### src/dmr_pkg.sv
// Shared constants, types and functions for the mode register six block.
// Assumes both ends import it and use one common clock.
package dmr_pkg;

   // ***************************************************************
   // Mode register word layout
   // ***************************************************************
   localparam int MR_W = 22;
   localparam int SEL_LSB = 18;
   localparam logic [2:0] SEL_MR5 = 3'h5;
   localparam logic [2:0] SEL_MR6 = 3'h6;
   localparam int RSV21_BIT = 21;
   localparam int RSV17_BIT = 17;
   localparam int RSV13_BIT = 13;
   localparam int RSV9_BIT = 9;
   localparam int RSV8_BIT = 8;
   // Fifth mode register fields
   localparam int MR5_LAT_LSB = 0;
   localparam int MR5_CRC_BIT = 3;
   localparam int MR5_PAR_BIT = 4;
   localparam int MR5_PERSIST_BIT = 9;
   localparam logic [2:0] LAT_OFF = 3'h0;
   localparam logic [2:0] LAT_MAX = 3'h3;
   // Sixth mode register fields
   localparam int MR6_VAL_LSB = 0;
   localparam int MR6_RANGE_BIT = 6;
   localparam int MR6_CAL_EN_BIT = 7;
   localparam int MR6_RATE_LSB = 10;
   localparam logic [2:0] RATE_TOP = 3'h4;
   localparam logic [5:0] VREF_LAST = 6'h31;
   localparam logic [MR_W-1:0] MR6_RESET = 22'h000000;

   // ***************************************************************
   // Controller register offsets
   // ***************************************************************
   localparam logic [3:0] REG_MRS_OP = 4'h0;
   localparam logic [3:0] REG_CTRL = 4'h4;
   localparam logic [3:0] REG_STEP = 4'h8;
   localparam logic [3:0] REG_STATUS = 4'hC;

   // Command and address pins covered by parity
   typedef struct packed {
      logic act_n;
      logic ras_n;
      logic cas_n;
      logic we_n;
      logic a17;
      logic [1:0] bg;
      logic [1:0] ba;
      logic [13:0] addr;
   } dmr_ca_t;

   localparam dmr_ca_t CA_IDLE = '{1'b1, 1'b1, 1'b1, 1'b1, 1'b0,
                                   2'h0, 2'h0, 14'h0000};

   // Even parity over every covered pin
   function automatic logic dmr_ca_parity(input dmr_ca_t ca);
      dmr_ca_parity = ^ca;
   endfunction : dmr_ca_parity

   // Mode register word carried by the pins of a set command
   function automatic logic [MR_W-1:0] dmr_op_of(input dmr_ca_t ca);
      dmr_op_of = {ca.bg, ca.ba, ca.a17, 3'h0, ca.addr};
   endfunction : dmr_op_of

endpackage : dmr_pkg

### src/dmr_if.sv
// Command bus between memory controller and device.
// Assumes one clock shared by both ends; no two-way pins.
`timescale 1ns/10ps
interface dmr_if;
   import dmr_pkg::*;
   logic cke;
   logic cs_n;
   logic odt;
   logic par;
   dmr_ca_t ca;

   modport dev (input cke, input cs_n, input odt, input par, input ca);
   modport ctl (output cke, output cs_n, output odt, output par,
                output ca);
endinterface : dmr_if

### src/dmr_device.sv
// Device end: mode register six, parity check and error status flags.
// Assumes commands are sampled on the rising clock edge, synchronous.
// Every output comes straight from one packed state register.
`timescale 1ns/10ps
module dmr_device (
   input wire logic clock,
   input wire logic rst,
   input wire logic ce,
   dmr_if.dev bus,
   input wire logic write_crc_error,
   output logic cmd_exec,
   output dmr_pkg::dmr_ca_t cmd_pins,
   output logic parity_error_pulse,
   output logic parity_error_flag,
   output logic crc_error_flag,
   output logic parity_check_on,
   output logic [2:0] parity_latency,
   output logic persistent_mode,
   output logic [2:0] data_rate,
   output logic data_rate_reserved,
   output logic vref_cal_en,
   output logic vref_range,
   output logic [5:0] vref_value,
   output logic vref_value_bad,
   output logic vref_monitor_en
);
   import dmr_pkg::*;

   // ***************************************************************
   // Decode helpers
   // ***************************************************************
   // Checking runs for a valid latency code and, once an error has
   // been flagged, only in persistent mode; reserved codes count as off
   function automatic logic check_live(input logic [2:0] lat,
                                       input logic err,
                                       input logic pers);
      check_live = (lat != LAT_OFF) && (lat <= LAT_MAX)
                   && (!err || pers);
   endfunction : check_live

   // Register select field of a mode word
   function automatic logic [2:0] sel_of(input logic [MR_W-1:0] w);
      sel_of = w[SEL_LSB +: 3];
   endfunction : sel_of

   // ***************************************************************
   // State
   // ***************************************************************
   typedef struct packed {
      logic [2:0] par_lat;
      logic persist;
      logic par_err;
      logic crc_err;
      logic [2:0] rate;
      logic cal_en;
      logic range;
      logic [5:0] value;
      logic exec;
      dmr_ca_t pins;
      logic par_pulse;
      logic rate_rsvd;
      logic value_bad;
      logic check_on;
      logic mon_en;
   } dmr_dev_st_t;

   localparam dmr_dev_st_t ST_RESET = '{
      par_lat: LAT_OFF,
      rate: MR6_RESET[MR6_RATE_LSB +: 3],
      cal_en: MR6_RESET[MR6_CAL_EN_BIT],
      range: MR6_RESET[MR6_RANGE_BIT],
      value: MR6_RESET[MR6_VAL_LSB +: 6],
      pins: CA_IDLE,
      default: '0
   };

   dmr_dev_st_t s_q;
   dmr_dev_st_t s_d;
   logic selected;
   logic check_act;
   logic bad;
   logic is_mrs;
   logic wr5;
   logic wr6;
   logic [MR_W-1:0] op;

   // ***************************************************************
   // Next state
   // ***************************************************************
   always_comb begin
      s_d = s_q;
      s_d.exec = 1'b0;
      s_d.par_pulse = 1'b0;
      // Command present when selected; clock enable, termination and
      // select take no part in the parity sum
      selected = bus.cke && !bus.cs_n;
      // Checking follows the stored latency, flag and persistent mode
      check_act = check_live(s_q.par_lat, s_q.par_err,
                             s_q.persist);
      // Odd count over covered pins plus parity pin is an error
      bad = selected && check_act
            && (dmr_ca_parity(bus.ca) != bus.par);
      // Set command: strobes low, activate high
      is_mrs = selected && bus.ca.act_n && !bus.ca.ras_n
               && !bus.ca.cas_n && !bus.ca.we_n;
      op = dmr_op_of(bus.ca);
      // Only a command that passed the check may write a register
      wr5 = is_mrs && !bad && (sel_of(op) == SEL_MR5);
      wr6 = is_mrs && !bad && (sel_of(op) == SEL_MR6);

      // A command failing a live parity check is dropped, any other executes
      if (bad) begin
         s_d.par_pulse = 1'b1;
      end else if (selected) begin
         s_d.exec = 1'b1;
         s_d.pins = bus.ca;
      end

      // Fifth register: latency and persistent mode
      if (wr5) begin
         s_d.par_lat = op[MR5_LAT_LSB +: 3];
         s_d.persist = op[MR5_PERSIST_BIT];
      end

      // Error flags: set wins over a clear in the same cycle;
      // writing one leaves a flag as it is, so an error arriving
      // beside its clear is never lost
      s_d.par_err = bad
         || (s_q.par_err && !(wr5 && !op[MR5_PAR_BIT]));
      s_d.crc_err = write_crc_error
         || (s_q.crc_err && !(wr5 && !op[MR5_CRC_BIT]));

      // Sixth register; reserved bits are not stored
      // Reserved rate codes are stored as written and only flagged
      if (wr6) begin
         s_d.rate = op[MR6_RATE_LSB +: 3];
         s_d.cal_en = op[MR6_CAL_EN_BIT];
         // Range and value move only with calibration enabled
         if (op[MR6_CAL_EN_BIT]) begin
            s_d.range = op[MR6_RANGE_BIT];
            s_d.value = op[MR6_VAL_LSB +: 6];
         end
      end

      // Derived status, registered with the fields
      // Monitor output follows the calibration enable directly
      s_d.rate_rsvd = s_d.rate > RATE_TOP;
      s_d.value_bad = s_d.value > VREF_LAST;
      // Taken from the next values so it agrees with the stored fields
      s_d.check_on = check_live(s_d.par_lat, s_d.par_err,
                                s_d.persist);
      s_d.mon_en = s_d.cal_en;
   end

   // ***************************************************************
   // State register
   // ***************************************************************
   // Clock enable low freezes every field, pulses included
   always_ff @(posedge clock) begin
      if (rst) begin
         s_q <= ST_RESET;
      end else if (ce) begin
         s_q <= s_d;
      end
   end

   // ***************************************************************
   // Outputs
   // ***************************************************************
   // Outputs straight from the state register; no logic after flops
   assign cmd_exec = s_q.exec;
   assign cmd_pins = s_q.pins;
   assign parity_error_pulse = s_q.par_pulse;
   assign parity_error_flag = s_q.par_err;
   assign crc_error_flag = s_q.crc_err;
   assign parity_check_on = s_q.check_on;
   assign parity_latency = s_q.par_lat;
   assign persistent_mode = s_q.persist;
   assign data_rate = s_q.rate;
   assign data_rate_reserved = s_q.rate_rsvd;
   assign vref_cal_en = s_q.cal_en;
   assign vref_range = s_q.range;
   assign vref_value = s_q.value;
   assign vref_value_bad = s_q.value_bad;
   assign vref_monitor_en = s_q.mon_en;

endmodule : dmr_device

### src/flat_wrapper.sv
// flat-port wrapper written by rule: the top's interface ports become plain ports
module dmr_device_flat import dmr_pkg::*;
  (clock, rst, ce, write_crc_error, cmd_exec, cmd_pins, parity_error_pulse, parity_error_flag, crc_error_flag, parity_check_on, parity_latency, persistent_mode, data_rate, data_rate_reserved, vref_cal_en, vref_range, vref_value, vref_value_bad, vref_monitor_en, bus_cke, bus_cs_n, bus_odt, bus_par, bus_ca);
  dmr_if bus_i ();
  input wire logic clock;
  input wire logic rst;
  input wire logic ce;
  input wire logic write_crc_error;
  output logic cmd_exec;
  output dmr_pkg::dmr_ca_t cmd_pins;
  output logic parity_error_pulse;
  output logic parity_error_flag;
  output logic crc_error_flag;
  output logic parity_check_on;
  output logic [2:0] parity_latency;
  output logic persistent_mode;
  output logic [2:0] data_rate;
  output logic data_rate_reserved;
  output logic vref_cal_en;
  output logic vref_range;
  output logic [5:0] vref_value;
  output logic vref_value_bad;
  output logic vref_monitor_en;
  input wire logic [$bits(bus_i.cke)-1:0] bus_cke;
  input wire logic [$bits(bus_i.cs_n)-1:0] bus_cs_n;
  input wire logic [$bits(bus_i.odt)-1:0] bus_odt;
  input wire logic [$bits(bus_i.par)-1:0] bus_par;
  input wire logic [$bits(bus_i.ca)-1:0] bus_ca;
  assign bus_i.cke = bus_cke;
  assign bus_i.cs_n = bus_cs_n;
  assign bus_i.odt = bus_odt;
  assign bus_i.par = bus_par;
  assign bus_i.ca = bus_ca;
  dmr_device u_core (.clock(clock), .rst(rst), .ce(ce), .bus(bus_i), .write_crc_error(write_crc_error), .cmd_exec(cmd_exec), .cmd_pins(cmd_pins), .parity_error_pulse(parity_error_pulse), .parity_error_flag(parity_error_flag), .crc_error_flag(crc_error_flag), .parity_check_on(parity_check_on), .parity_latency(parity_latency), .persistent_mode(persistent_mode), .data_rate(data_rate), .data_rate_reserved(data_rate_reserved), .vref_cal_en(vref_cal_en), .vref_range(vref_range), .vref_value(vref_value), .vref_value_bad(vref_value_bad), .vref_monitor_en(vref_monitor_en));
endmodule
### config.mk
export PLATFORM = sky130hd
export DESIGN_NAME = dmr_device_flat
export DESIGN_NICKNAME = d
export VERILOG_FILES = /design/src/dmr_pkg.sv /design/src/dmr_if.sv /design/src/dmr_device.sv /design/src/flat_wrapper.sv
export SDC_FILE = /design/constraint.sdc
export NUM_CORES = 1
export LEC_CHECK = 0
export ABC_AREA = 1
export ABC_CLOCK_PERIOD_IN_PS = 2300
export BUFFER_PORTS_ARGS = -buffer_cell sky130_fd_sc_hd__buf_2
export CORE_ASPECT_RATIO = 1.2
export CORE_UTILIZATION = 40
export CTS_CLUSTER_DIAMETER = 200
export DETAILED_ROUTE_END_ITERATION = 6
export PLACE_DENSITY = 0.67
export SETUP_SLACK_MARGIN = 0.5
export SYNTH_ARGS = -nofsm -noshare
export SYNTH_HDL_FRONTEND = slang
export SYNTH_SLANG_ARGS = --single-unit
export TNS_END_PERCENT = 50
### constraint.sdc
create_clock -name clock -period 2.3 [get_ports clock]
set_clock_uncertainty 0.1 [all_clocks]
set_input_delay 0.46 -clock clock [delete_from_list [all_inputs] [get_ports clock]]
set_output_delay 0.46 -clock clock [all_outputs]
set_load 0.005 [all_outputs]
Word level (Yosys, flattened, before mapping)
Index checks and enable logic that the tools add are counted.
Widths: inputs -> output; s select.
{ "totals": {"reg_bits": 45} }
{ "classes": {"mux": 6, "n_eq_ne": 3, "bitwise_logic": 1, "reduce_logical": 39, "order_cmp": 4} }
{ "ops": {"columns": ["op", "n"], "rows": [
  ["$mux 24", 2],
  ["$reduce_xor 23->1", 1],
  ["$logic_and 1x1->1", 18],
  ["$logic_not 1->1", 11],
  ["$mux 11", 1],
  ["$mux 7", 1],
  ["$eq 3x3->1 const B", 2],
  ["$gt 6x6->1 const B", 1],
  ["$le 3x2->1 const B", 2],
  ["$reduce_and 3->1", 2],
  ["$reduce_bool 3->1", 2],
  ["$logic_or 1x1->1", 4],
  ["$mux 4", 1],
  ["$gt 3x3->1 const B", 1],
  ["$reduce_and 2->1", 1],
  ["$mux 1", 1],
  ["$ne 1x1->1", 1],
  ["$not 1->1", 1]
]} }

Depth between registers and ports, before layout
Gate-level depths: netlist of the first run.
{ "depth": {"word_depth": 15, "mapped_depth": 21, "ltp_nobuf": 20} }

Least setup slack after synthesis of the first run
No wires, ideal clock.
{ "synth_timing": {"path_type": "in2reg", "startpoint": "input bus_ca[14]", "endpoint": "register u_core.s_q, in the netlist u_core.vref_range", "stages": 19, "required_ns": 2.084, "path_slack_ns": 0.018, "setup_ns": 0.116, "t_arrival_ns": 2.066, "n_path_buf": 1, "path_cell_list": "inv_1 -> ha_1 -> inv_1 -> nand2_1 -> nand2_1 -> inv_1 -> nand2_1 -> nand2_1 -> nand2_1 -> nand2_1 -> inv_1 -> nand3_2 -> nand3_2 -> buf_6 -> nand2_4 -> nor3_4 -> nand3_2 -> o21ai_0 -> nor2_1"} }
{ "synth_between": {"elab_chain_len": 7, "word_cells_on_any_way": 8} }
{ "synth_rtl": {"columns": ["item", "line", "rtl"], "rows": [
  ["from (decl)", "flat_wrapper.sv:28", "input wire logic [$bits(bus_i.ca)-1:0] bus_ca;"],
  ["$reduce_xor 23->1", "dmr_pkg.sv:58", "dmr_ca_parity = ^ca;"],
  ["$ne 1x1->1", "dmr_device.sv:102", "&& (dmr_ca_parity(bus.ca) != bus.par);"],
  ["$logic_and 1x1->1", "dmr_device.sv:102", null],
  ["$logic_not 1->1", "dmr_device.sv:109", "wr6 = is_mrs && !bad && (sel_of(op) == SEL_MR6);"],
  ["$logic_and 1x1->1", "dmr_device.sv:109", null],
  ["$logic_and 1x1->1 *", "dmr_device.sv:109", null],
  ["$reduce_and 3->1 (no source line) *", null, null],
  ["to (signal assigned)", "dmr_device.sv:161", "s_q <= ST_RESET;"],
  ["to (signal assigned)", "dmr_device.sv:163", "s_q <= s_d;"],
  ["to (decl)", "dmr_device.sv:77", "dmr_dev_st_t s_q;"]
]} }
Mark *: on every way between the ends. The rest lies on a longest branch, timed or not.
A chain may end at the register's enable or synchronous reset.

Final worst setup path of the first run
{ "layout_timing": {"startpoint": "input bus_ca[14]", "endpoint": "register u_core.s_q, in the netlist u_core.vref_value_bad"} }
{ "layout_between": {"elab_chain_len": 8, "word_cells_on_any_way": 9} }
{ "layout_rtl": {"columns": ["item", "line", "rtl"], "rows": [
  ["$reduce_xor 23->1", "dmr_pkg.sv:58", null],
  ["$ne 1x1->1", "dmr_device.sv:102", null],
  ["$logic_and 1x1->1", "dmr_device.sv:102", null],
  ["$logic_not 1->1", "dmr_device.sv:109", null],
  ["$logic_and 1x1->1", "dmr_device.sv:109", null],
  ["$logic_and 1x1->1 *", "dmr_device.sv:109", null],
  ["$mux 11 *", "dmr_device.sv:135", "if (wr6) begin"],
  ["$gt 6x6->1 *", "dmr_device.sv:148", "s_d.value_bad = s_d.value > VREF_LAST;"]
]} }
Marks and branches as above.

==> run_results.csv, run 1 <==
group,metric,value,unit
status,status,"finished, final reports clean",
detailed_routing,viasPerCell,4.83,
grt,gr-total-overflow,0,
timing,finalCritPeriodShare,94.1,%
finish,mostFrequentLayoutCells,"136 x nand2_1, 72 x buf_2, 46 x buf_4, 45 x inv_1, 45 x dfxtp_1",
floorplan,die_w,74.5,um
synthesis,ys_ff_latch,45,
worst_setup_path,cpMaxStageDelayCell,"ha_4",
placed_design,post-place-ws,-0.331,ns
timing,maxSlewHeadroom,69.8,%
worst_setup_path,crit_top_cell,"nand2_1",
finish,nets,555,
detailed_routing,remaining_drc_errors,0,
cts,cts.sinks,45,
finish,multi_input_area,1470,um2
detailed_routing,first_pass_iters,4,
cts,ctsHtreeMaxLevel,2,
worst_setup_path,crit_fanout,8,
power,p_total,1820,uW
grt,antenna_found_initial,0,
floorplan,rows,31,
power,clkPwrFrac,28.2,%
timing,final_hold_viol_count,0,
placed_design,gp_congestion,0.884,
synthesis,ys_seq_area_share,35.7,%
synthesis,ys_types,33,
synthesis,syn_inst,401,
placed_design,postPlaceCellArea,3320,um2
timing,finalCriticalPeriod,2.17,ns
worst_hold_path,whs_path_depth,3,
detailed_routing,vias,2917,
power,pwr-share-seq,45.9,%
synthesis,synth_top_cell_by_area,"dfxtp_1",
finish,diodes,0,
floorplan,start_util,41.6,%
synthesis,syn_nets,434,
finish,final_cells,604,
worst_setup_path,required,2.38,ns
worst_hold_path,hp-start,"write_crc_error",
worst_setup_path,critPathMaxStageDelay,0.25,ns
finish,layout_commonest_cell,"nand2_1",
worst_setup_path,end_kind,"register",
finish,areaGrowthSynthToFinish,45.5,%
worst_setup_path,reg2reg_depth,10,
power,power_switching,557,uW
power,power_frac_comb,25.9,%
power,p_leak,0.00197,uW
worst_setup_path,r2r-end,"u_core.cmd_pins[4]",
power,ir_drop,0.263,mV
synthesis,synth_area_leaders,"dfxtp_1 36%, nand2_1 23%, inv_1 8.2%",
finish,fin_area,3670,um2
floorplan,core-area,6050,um2
synthesis,synth_area_per_cell,6.28,um2
floorplan,io_pins,77,
synthesis,yosysWarnings,0,
timing,setup_violations,0,
grt,grt_max_degree,19,
cts,worstSkewPairLatency,0.30,ns
cts,cts_buffers,5,
timing,worst_slack,0.135,ns
finish,layout-drive-gt1-share,37.2,%
cts,cts.clk_slew.worst_paths,0.08,ns
power,p_per_area,497,nW/um2
finish,seqCellArea,901,um2
cts,holdBufCountCts,0,
cts,max-clock-path-buffers,2,
cts,cts_tree,"built",
flow_run,maxCapViolations,0,
power,switching_share,30.6,%
grt,grt_pass1_vias,2699,
floorplan,die_y,88.9,um
grt,grt_use_total,23.5,%
worst_hold_path,hold_path_end,"u_core.crc_error_flag",
worst_hold_path,hp-class,"input pin to register",
worst_setup_path,crit_chain,"buf_12 > inv_12 > ha_4 > inv_2 > nand2_2 > nand2_2 > nand2_1 > nand2_1 > nand2_2 > nand2_2 > inv_2 > nand3_2 > buf_6 > nand3_4 > nand3_4 > nand2_1 > nand2_1 > nor2_1 > nand2_1 > nand2_1 > a21oi_2",
timing,finalSetupTns,0,ns
detailed_routing,wl_per_cell,12.2,um
floorplan,fp.dieArea,6620,um2
timing,final_max_slew_viol_count,0,
synthesis,syn_area,2520,um2
grt,grt_pass1_wl,12.0,mm
detailed_routing,ant_nets,0,
detailed_routing,drt_iter0_drc,113,
cts,cts-root-buf,"clkbuf_8",
power,p_int,1260,uW
synthesis,synth_top_area_share,35.7,%
timing,rsz0062_at_grt,"true",
worst_setup_path,worstPathArrival,2.24,ns
placed_design,hpwl,5.36,mm
worst_setup_path,r2r_slack,0.34,ns
placed_design,placement.io_buffers,75,
timing,tightestPinTransition,0.450,ns
finish,nFillCells,587,
worst_setup_path,reg2reg_from,"u_core.parity_error_flag",
detailed_routing,wl,7.38,mm
placed_design,dp.cells,592,
worst_setup_path,critPathLaunchType,"input pin",
timing,fmax,462,MHz
worst_setup_path,path_class,"input pin to register",
## power groups by stage
stage	combinational (uW)	sequential, uW	clock, uW
6_report	472	836	514
2_1_floorplan	210	853	0
3_5_place_dp	395	851	0
5_1_grt	525	840	555
4_1_cts	449	834	531
3_3_place_gp	386	850	0
## cell type report
class                   instances  area share (%)
clock buffers                   6            2.25
clock inverters                 1           0.205
inverters                      61            6.79
multi-input cells             282            40.1
flip-flops and latches         45            24.6
well taps                      82            2.80
repair buffers                127            23.3
## sequential cells by signal, indices dropped and copies added (netlist names)
name / count
u_core.parity_latency: 3
u_core.parity_error_pulse: 1
u_core.data_rate: 3
u_core.parity_check_on: 1
u_core.parity_error_flag: 1
u_core.vref_cal_en: 1
u_core.vref_value_bad: 1
u_core.vref_range: 1
u_core.crc_error_flag: 1
u_core.data_rate_reserved: 1
u_core.cmd_pins: 23
u_core.cmd_exec: 1
u_core.vref_value: 6
u_core.persistent_mode: 1
## cell usage after synthesis, drive strengths merged
master    n
o22ai     1
nand3    12
nor3      2
inv      57
xor2      1
nor4      1
buf       9
a221oi    1
or2       1
nor2     21
xnor2     2
clkinv    4
nand4     8
clkbuf    5
o31ai     1
o21ai    30
nand2   156
a31oi     1
a211oi    2
a21oi    33
dfxtp    45
o211ai    6
ha        2
## per-layer routing
layer	track usage, %	routed length (um)
met1	27.6	3090
met2	43.0	3830
met3	3.49	317
met4	7.72	143
met5	0	0
## critical path, delay by kind of cell
kind	cells	cell delay (ns)
buffers and inverters	5	0.34
AO/OA/AOI/OAI	1	0.05
AND/OR/NAND/NOR	14	1.13
adder cells (fa/ha/maj)	1	0.25
## stage by stage
| stage | utilization, % | hold WS, ns |
|---|---|---|
| global route | 60.6 | 0.305 |
| detailed placement | 54.8 | 0.351 |
| finish | 60.6 | 0.314 |
| CTS | 59.2 | 0.308 |
| floorplan | - | 0.360 |
| global placement | 54.8 | 0.349 |
## worst max-delay path by stage
stage               start                      to
2_1_floorplan  bus_ca[14]       u_core.vref_range
3_3_place_gp   bus_ca[14]  u_core.parity_check_on
3_5_place_dp   bus_ca[14]   u_core.vref_value_bad
4_1_cts        bus_ca[14]   u_core.vref_value_bad
5_1_grt        bus_ca[14]   u_core.vref_value_bad
6_report       bus_ca[14]   u_core.vref_value_bad
## repair_timing
| action | in CTS | in global routing |
|---|---|---|
| buffers inserted | 2 | 0 |
| hold endpoints to repair | 0 | 0 |
| cloned | 3 | 0 |
| gates resized for setup | 34 | 36 |
| pin swaps | 17 | 9 |
| endpoints found under the setup margin | 45 | 45 |
## logic make-up (layout without fill, tap and decap cells)
family | after synthesis | in the layout | share of synthesized area, %
simple gates | 201 | 202 | 33.5
compound gates | 75 | 75 | 16.3
buf+inv | 75 | 195 | 12.5
flops | 45 | 45 | 35.7
xor+xnor | 3 | 3 | 1.04
fa+ha+maj | 2 | 2 | 0.993
Note: power is estimated with default switching activity, not from simulation.
==> run 2: changes to the inputs <==
--- a/config.mk
+++ b/config.mk
@@ -12,6 +12,7 @@
 export CORE_UTILIZATION = 40
 export CTS_CLUSTER_DIAMETER = 200
 export DETAILED_ROUTE_END_ITERATION = 6
+export MAX_ROUTING_LAYER = met4
 export PLACE_DENSITY = 0.67
 export SETUP_SLACK_MARGIN = 0.5
 export SYNTH_ARGS = -nofsm -noshare
==> run 2 against run 1 <==
Sequential cell count did not move. Final cell count did not move. Clock-buffer cell count did not move. Largest power group unchanged. Highest routed layer unchanged.
==> run_results.csv, run 2 (synthesized netlist as in run 1, its figures left out) <==
group,metric,value,unit
cts,cts.clk_slew.worst_paths,0.08,ns
placed_design,placement.io_buffers,75,
floorplan,start_util,41.6,%
detailed_routing,viasPerCell,4.84,
detailed_routing,wl_per_cell,12.2,um
detailed_routing,vias,2926,
placed_design,dp.cells,592,
detailed_routing,first_pass_iters,4,
cts,cts-root-buf,"clkbuf_8",
finish,final_cells,604,
floorplan,fp.dieArea,6620,um2
grt,grt_use_total,24.3,%
cts,worstSkewPairLatency,0.31,ns
power,p_per_area,499,nW/um2
cts,cts_tree,"built",
power,power_frac_comb,25.8,%
worst_setup_path,path_class,"input pin to register",
finish,mostFrequentLayoutCells,"136 x nand2_1, 72 x buf_2, 46 x buf_4, 45 x inv_1, 45 x dfxtp_1",
finish,largest_reg_flops,23,
grt,grt_pass1_wl,11.9,mm
grt,gr-total-overflow,0,
power,p_leak,0.00197,uW
grt,antenna_found_initial,0,
worst_setup_path,cpMaxStageDelayCell,"ha_4",
status,status,"finished, final reports clean",
timing,rsz0062_at_grt,"true",
timing,final_max_slew_viol_count,0,
floorplan,rows,31,
flow_run,maxCapViolations,0,
worst_setup_path,crit_fanout,8,
worst_setup_path,cp_top_family,"simple AND/OR/NAND/NOR gates",
worst_hold_path,hp-class,"input pin to register",
cts,cts.sinks,45,
cts,ctsHtreeMaxLevel,2,
detailed_routing,drt_iter0_drc,121,
timing,setup_violations,0,
finish,nets,555,
grt,grt_pass1_vias,2697,
cts,max-clock-path-buffers,2,
worst_setup_path,critPathLaunchType,"input pin",
grt,grt_max_degree,19,
finish,diodes,0,
floorplan,die_y,88.9,um
power,power_switching,563,uW
timing,finalCriticalPeriod,2.16,ns
detailed_routing,ant_nets,0,
timing,fmax,464,MHz
floorplan,core-area,6050,um2
worst_setup_path,crit_chain,"buf_12 > inv_12 > ha_4 > inv_2 > nand2_2 > nand2_2 > nand2_1 > nand2_1 > nand2_2 > nand2_2 > inv_2 > nand3_2 > buf_6 > nand3_4 > nand3_4 > nand2_1 > nand2_1 > nor2_1 > nand2_1 > nand2_1 > a21oi_2",
power,ir_drop,0.262,mV
cts,cts_buffers,5,
worst_setup_path,critPathMaxStageDelay,0.25,ns
detailed_routing,remaining_drc_errors,0,
timing,final_hold_viol_count,0,
floorplan,io_pins,77,
worst_setup_path,required,2.39,ns
finish,final_util,60.6,%
power,clkPwrFrac,28.5,%
detailed_routing,wl,7.38,mm
finish,areaGrowthSynthToFinish,45.5,%
timing,maxSlewHeadroom,71.8,%
worst_setup_path,end_kind,"register",
finish,layout-drive-gt1-share,37.2,%
floorplan,die_w,74.5,um
worst_setup_path,worstPathArrival,2.24,ns
power,pwr-share-seq,45.7,%
timing,finalCritPeriodShare,93.8,%
worst_setup_path,cp_num_buf_inv,5,
placed_design,gp_congestion,0.899,
timing,tightestPinTransition,0.421,ns
worst_setup_path,crit_top_cell,"nand2_1",
placed_design,hpwl,5.36,mm
finish,layout_commonest_cell,"nand2_1",
power,switching_share,30.8,%
timing,hold_ws,0.306,ns
power,p_int,1260,uW
## run 2: cell counts in the layout (fill, tap and decap cells not counted)
Identical to the previous run, type by type.
## run 2: worst min-delay path, stage by stage
cell and delay [ns]:
buf_2 0.09, nand2_1 0.05, a21oi_1 0.06
## run 2: area by class of cell
cell class | count | area [um2]
fillers | 587 | 2380
clock buffers | 6 | 82.6
well taps | 82 | 103
clock inverters | 1 | 7.51
multi-input cells | 282 | 1470
inverters | 61 | 249
repair buffers | 127 | 853
flip-flops and latches | 45 | 901
## run 2: metrics by stage
stage	setup slack (ns)	area, um2	setup TNS [ns]	total power, uW
floorplan	0.122	2550	0	1060
global placement	-0.253	3320	-7.47	1240
detailed placement	-0.331	3320	-10.32	1250
CTS	0.181	3580	0	1810
global route	0.00444	3670	0	1920
finish	0.144	3670	0	1830
## run 2: worst paths after layout
kind / startpoint / endpoint / slack (ns) / cells after the start
worst max-delay path: bus_ca[14] / u_core.vref_value_bad / 0.14 / 21
worst min-delay path: write_crc_error / u_core.crc_error_flag / 0.31 / 3
worst max register to register: u_core.parity_error_flag / u_core.cmd_pins[4] / 0.37 / 10
worst min register to register: u_core.cmd_pins[13] / u_core.cmd_pins[13] / 0.37 / 2
## run 2: power by group through the flow
stage	Sequential, uW	Clock (uW)	Combinational, uW
5_1_grt	840	557	525
3_3_place_gp	850	0	386
3_5_place_dp	851	0	395
6_report	835	521	471
2_1_floorplan	853	0	210
4_1_cts	834	531	449
## run 2: routing by layer
layer | wire [um] | track usage (%)
met1 | 3000 | 27.7
met5 | 0 | -
met2 | 3840 | 43.0
met3 | 362 | 3.49
met4 | 176 | 8.23
## run 2: what timing repair did
action	CTS	global route
setup buffers	2	0
hold buffers	0	0
endpoints found under the setup margin	45	45
gates cloned	3	0
pin swaps	17	9
resized for setup	34	36
==> run 3: changes to the inputs <==
--- a/config.mk
+++ b/config.mk
@@ -13,7 +13,7 @@
 export CTS_CLUSTER_DIAMETER = 200
 export DETAILED_ROUTE_END_ITERATION = 6
 export MAX_ROUTING_LAYER = met4
-export PLACE_DENSITY = 0.67
+export PLACE_DENSITY_LB_ADDON = 0.3
 export SETUP_SLACK_MARGIN = 0.5
 export SYNTH_ARGS = -nofsm -noshare
 export SYNTH_HDL_FRONTEND = slang
==> run 3 against run 2 <==
Die area unchanged. Sequential cell count is the same. Total power up 11%. Highest routed layer unchanged. Clock power increased by 23%. Combinational power up 17%. Largest power group unchanged. Utilization is 3.5 points higher. Routed wire length up 11%. Via count rose by 5.1%. Register-to-register slack gained 0.05 ns. Maximum frequency fell by 4.0%. Clock-buffer cell count grew 1. Worst setup slack worse by 0.090 ns.
==> run_results.csv, run 3 (synthesized netlist as in run 1, its figures left out) <==
group,metric,value,unit
status,status,"finished, final reports clean",
finish,mostFrequentLayoutCells,"130 x nand2_1, 71 x buf_2, 47 x buf_4, 45 x inv_1, 45 x dfxtp_1",
floorplan,io_pins,77,
finish,nets,562,
detailed_routing,wl_per_cell,13.4,um
worst_setup_path,worstPathArrival,2.35,ns
cts,cts-root-buf,"clkbuf_8",
finish,diodes,0,
placed_design,placement.io_buffers,75,
timing,final_hold_viol_count,0,
cts,holdBufCountCts,0,
timing,finalCritPeriodShare,97.7,%
floorplan,core-area,6050,um2
grt,grt_max_degree,24,
cts,ctsHtreeMaxLevel,2,
finish,layout_commonest_cell,"nand2_1",
floorplan,fp.dieArea,6620,um2
cts,cts_tree,"built",
grt,gr-total-overflow,0,
worst_setup_path,end_kind,"register",
power,p_per_area,522,nW/um2
worst_setup_path,cpMaxStageDelayCell,"ha_4",
floorplan,die_y,88.9,um
power,ir_drop,0.291,mV
worst_setup_path,crit_chain,"buf_12 > inv_12 > ha_4 > inv_2 > nand2_2 > nand2_2 > inv_2 > nand2_2 > nand2_2 > nand2_2 > nand2_4 > inv_2 > nand3_4 > buf_6 > a31oi_4 > nand2_2 > clkinv_4 > buf_12 > o21ai_0 > a21oi_2",
cts,cts_buffers,5,
worst_hold_path,hp-class,"input pin to register",
worst_setup_path,cp_num_buf_inv,8,
cts,worstSkewPairLatency,0.31,ns
cts,cts.sinks,45,
detailed_routing,first_pass_iters,4,
detailed_routing,ant_nets,0,
worst_setup_path,cp_top_family,"simple AND/OR/NAND/NOR gates",
worst_setup_path,required,2.40,ns
power,p_leak,0.00205,uW
grt,antenna_found_initial,0,
worst_setup_path,crit_top_cell,"nand2_2",
finish,layout-drive-gt1-share,39.4,%
timing,hold_ws,0.299,ns
worst_setup_path,path_class,"input pin to register",
timing,final_max_slew_viol_count,0,
detailed_routing,remaining_drc_errors,0,
grt,grt_use_total,24.2,%
grt,grt_pass1_wl,11.9,mm
timing,rsz0062_at_grt,"true",
timing,finalCriticalPeriod,2.25,ns
cts,cts.clk_slew.worst_paths,0.09,ns
placed_design,gp_congestion,0.908,
finish,nFillCells,542,
worst_setup_path,critPathMaxStageDelay,0.26,ns
timing,maxSlewHeadroom,78.4,%
finish,final_util,64.0,%
timing,setup_violations,0,
worst_setup_path,critPathLaunchType,"input pin",
detailed_routing,vias,3076,
detailed_routing,drt_iter0_drc,189,
placed_design,hpwl,5.27,mm
placed_design,post-place-ws,-0.330,ns
timing,fmax,445,MHz
floorplan,start_util,41.6,%
detailed_routing,viasPerCell,5.03,
grt,grt_pass1_vias,2690,
floorplan,rows,31,
timing,worst_slack,0.0540,ns
detailed_routing,wl,8.21,mm
finish,areaGrowthSynthToFinish,53.8,%
worst_setup_path,crit_fanout,10,
flow_run,maxCapViolations,0,
timing,tightestPinTransition,0.324,ns
floorplan,die_w,74.5,um
finish,largest_reg_flops,23,
cts,max-clock-path-buffers,2,
==> run 3: cell count changes in the layout (fill, tap and decap cells not counted), sizes merged <==
| cell | before | now |
|---|---|---|
| bufinv | 0 | 1 |
| buf | 126 | 131 |
| clkbuf | 7 | 10 |
| clkinvlp | 1 | 0 |
==> run 3: layout make-up <==
| cell class | instances | area [um2] | share of cell area [%] |
|---|---|---|---|
| clock buffers | 7 | 86.3 | 2.23 |
| clock inverters | 1 | 30.0 | 0.775 |
| inverters | 61 | 246 | 6.36 |
| multi-input cells | 282 | 1530 | 39.6 |
| flip-flops and latches | 45 | 901 | 23.2 |
| well taps | 82 | 103 | 2.65 |
| repair buffers | 134 | 975 | 25.2 |
==> run 3: power by group <==
part,internal [uW],total (uW),switching [uW]
combinational,250,549,298
sequential,813,834,21.3
clock,355,640,286
total,1420,2020,605
==> run 3: stage by stage <==
step,TNS (ns),cell area (um2),cells,power [uW]
after floorplan,0,2550,401,1060
after global placement,-8.17,3310,591,1230
after detailed placement,-11.26,3310,591,1240
after CTS,0,3630,606,1930
after global routing,-0.0480,3870,612,2120
final,0,3870,612,2020
==> run 3: final timing paths <==
path | to | slack (ns) | cells past startpoint | start
worst max-delay path | u_core.cmd_pins[5] | 0.05 | 20 | bus_ca[14]
worst min-delay path | u_core.crc_error_flag | 0.30 | 3 | write_crc_error
worst max register to register | u_core.vref_value_bad | 0.42 | 11 | u_core.parity_latency[0]
worst min register to register | u_core.cmd_exec | 0.37 | 2 | u_core.cmd_exec
==> run 3: per-layer routing <==
layer  track usage, %  vias up  wire length, um
met5                -        -                0
met4             9.95        0              295
met3             3.49       29              425
met2             42.0      109             4170
met1             27.7     1410             3320
li1                 -     1528                -
==> run 3: timing repair <==
action                     in CTS  in global routing
setup buffers                   4                  3
resized for setup              30                 53
setup endpoints to repair      45                 45
cloned                          3                  3
pin swaps                       7                 27
==> run 3: tightest hold or removal path, stage by stage <==
cell	delay [ns]
buf_2	0.09
nand2_1	0.05
a21oi_1	0.06
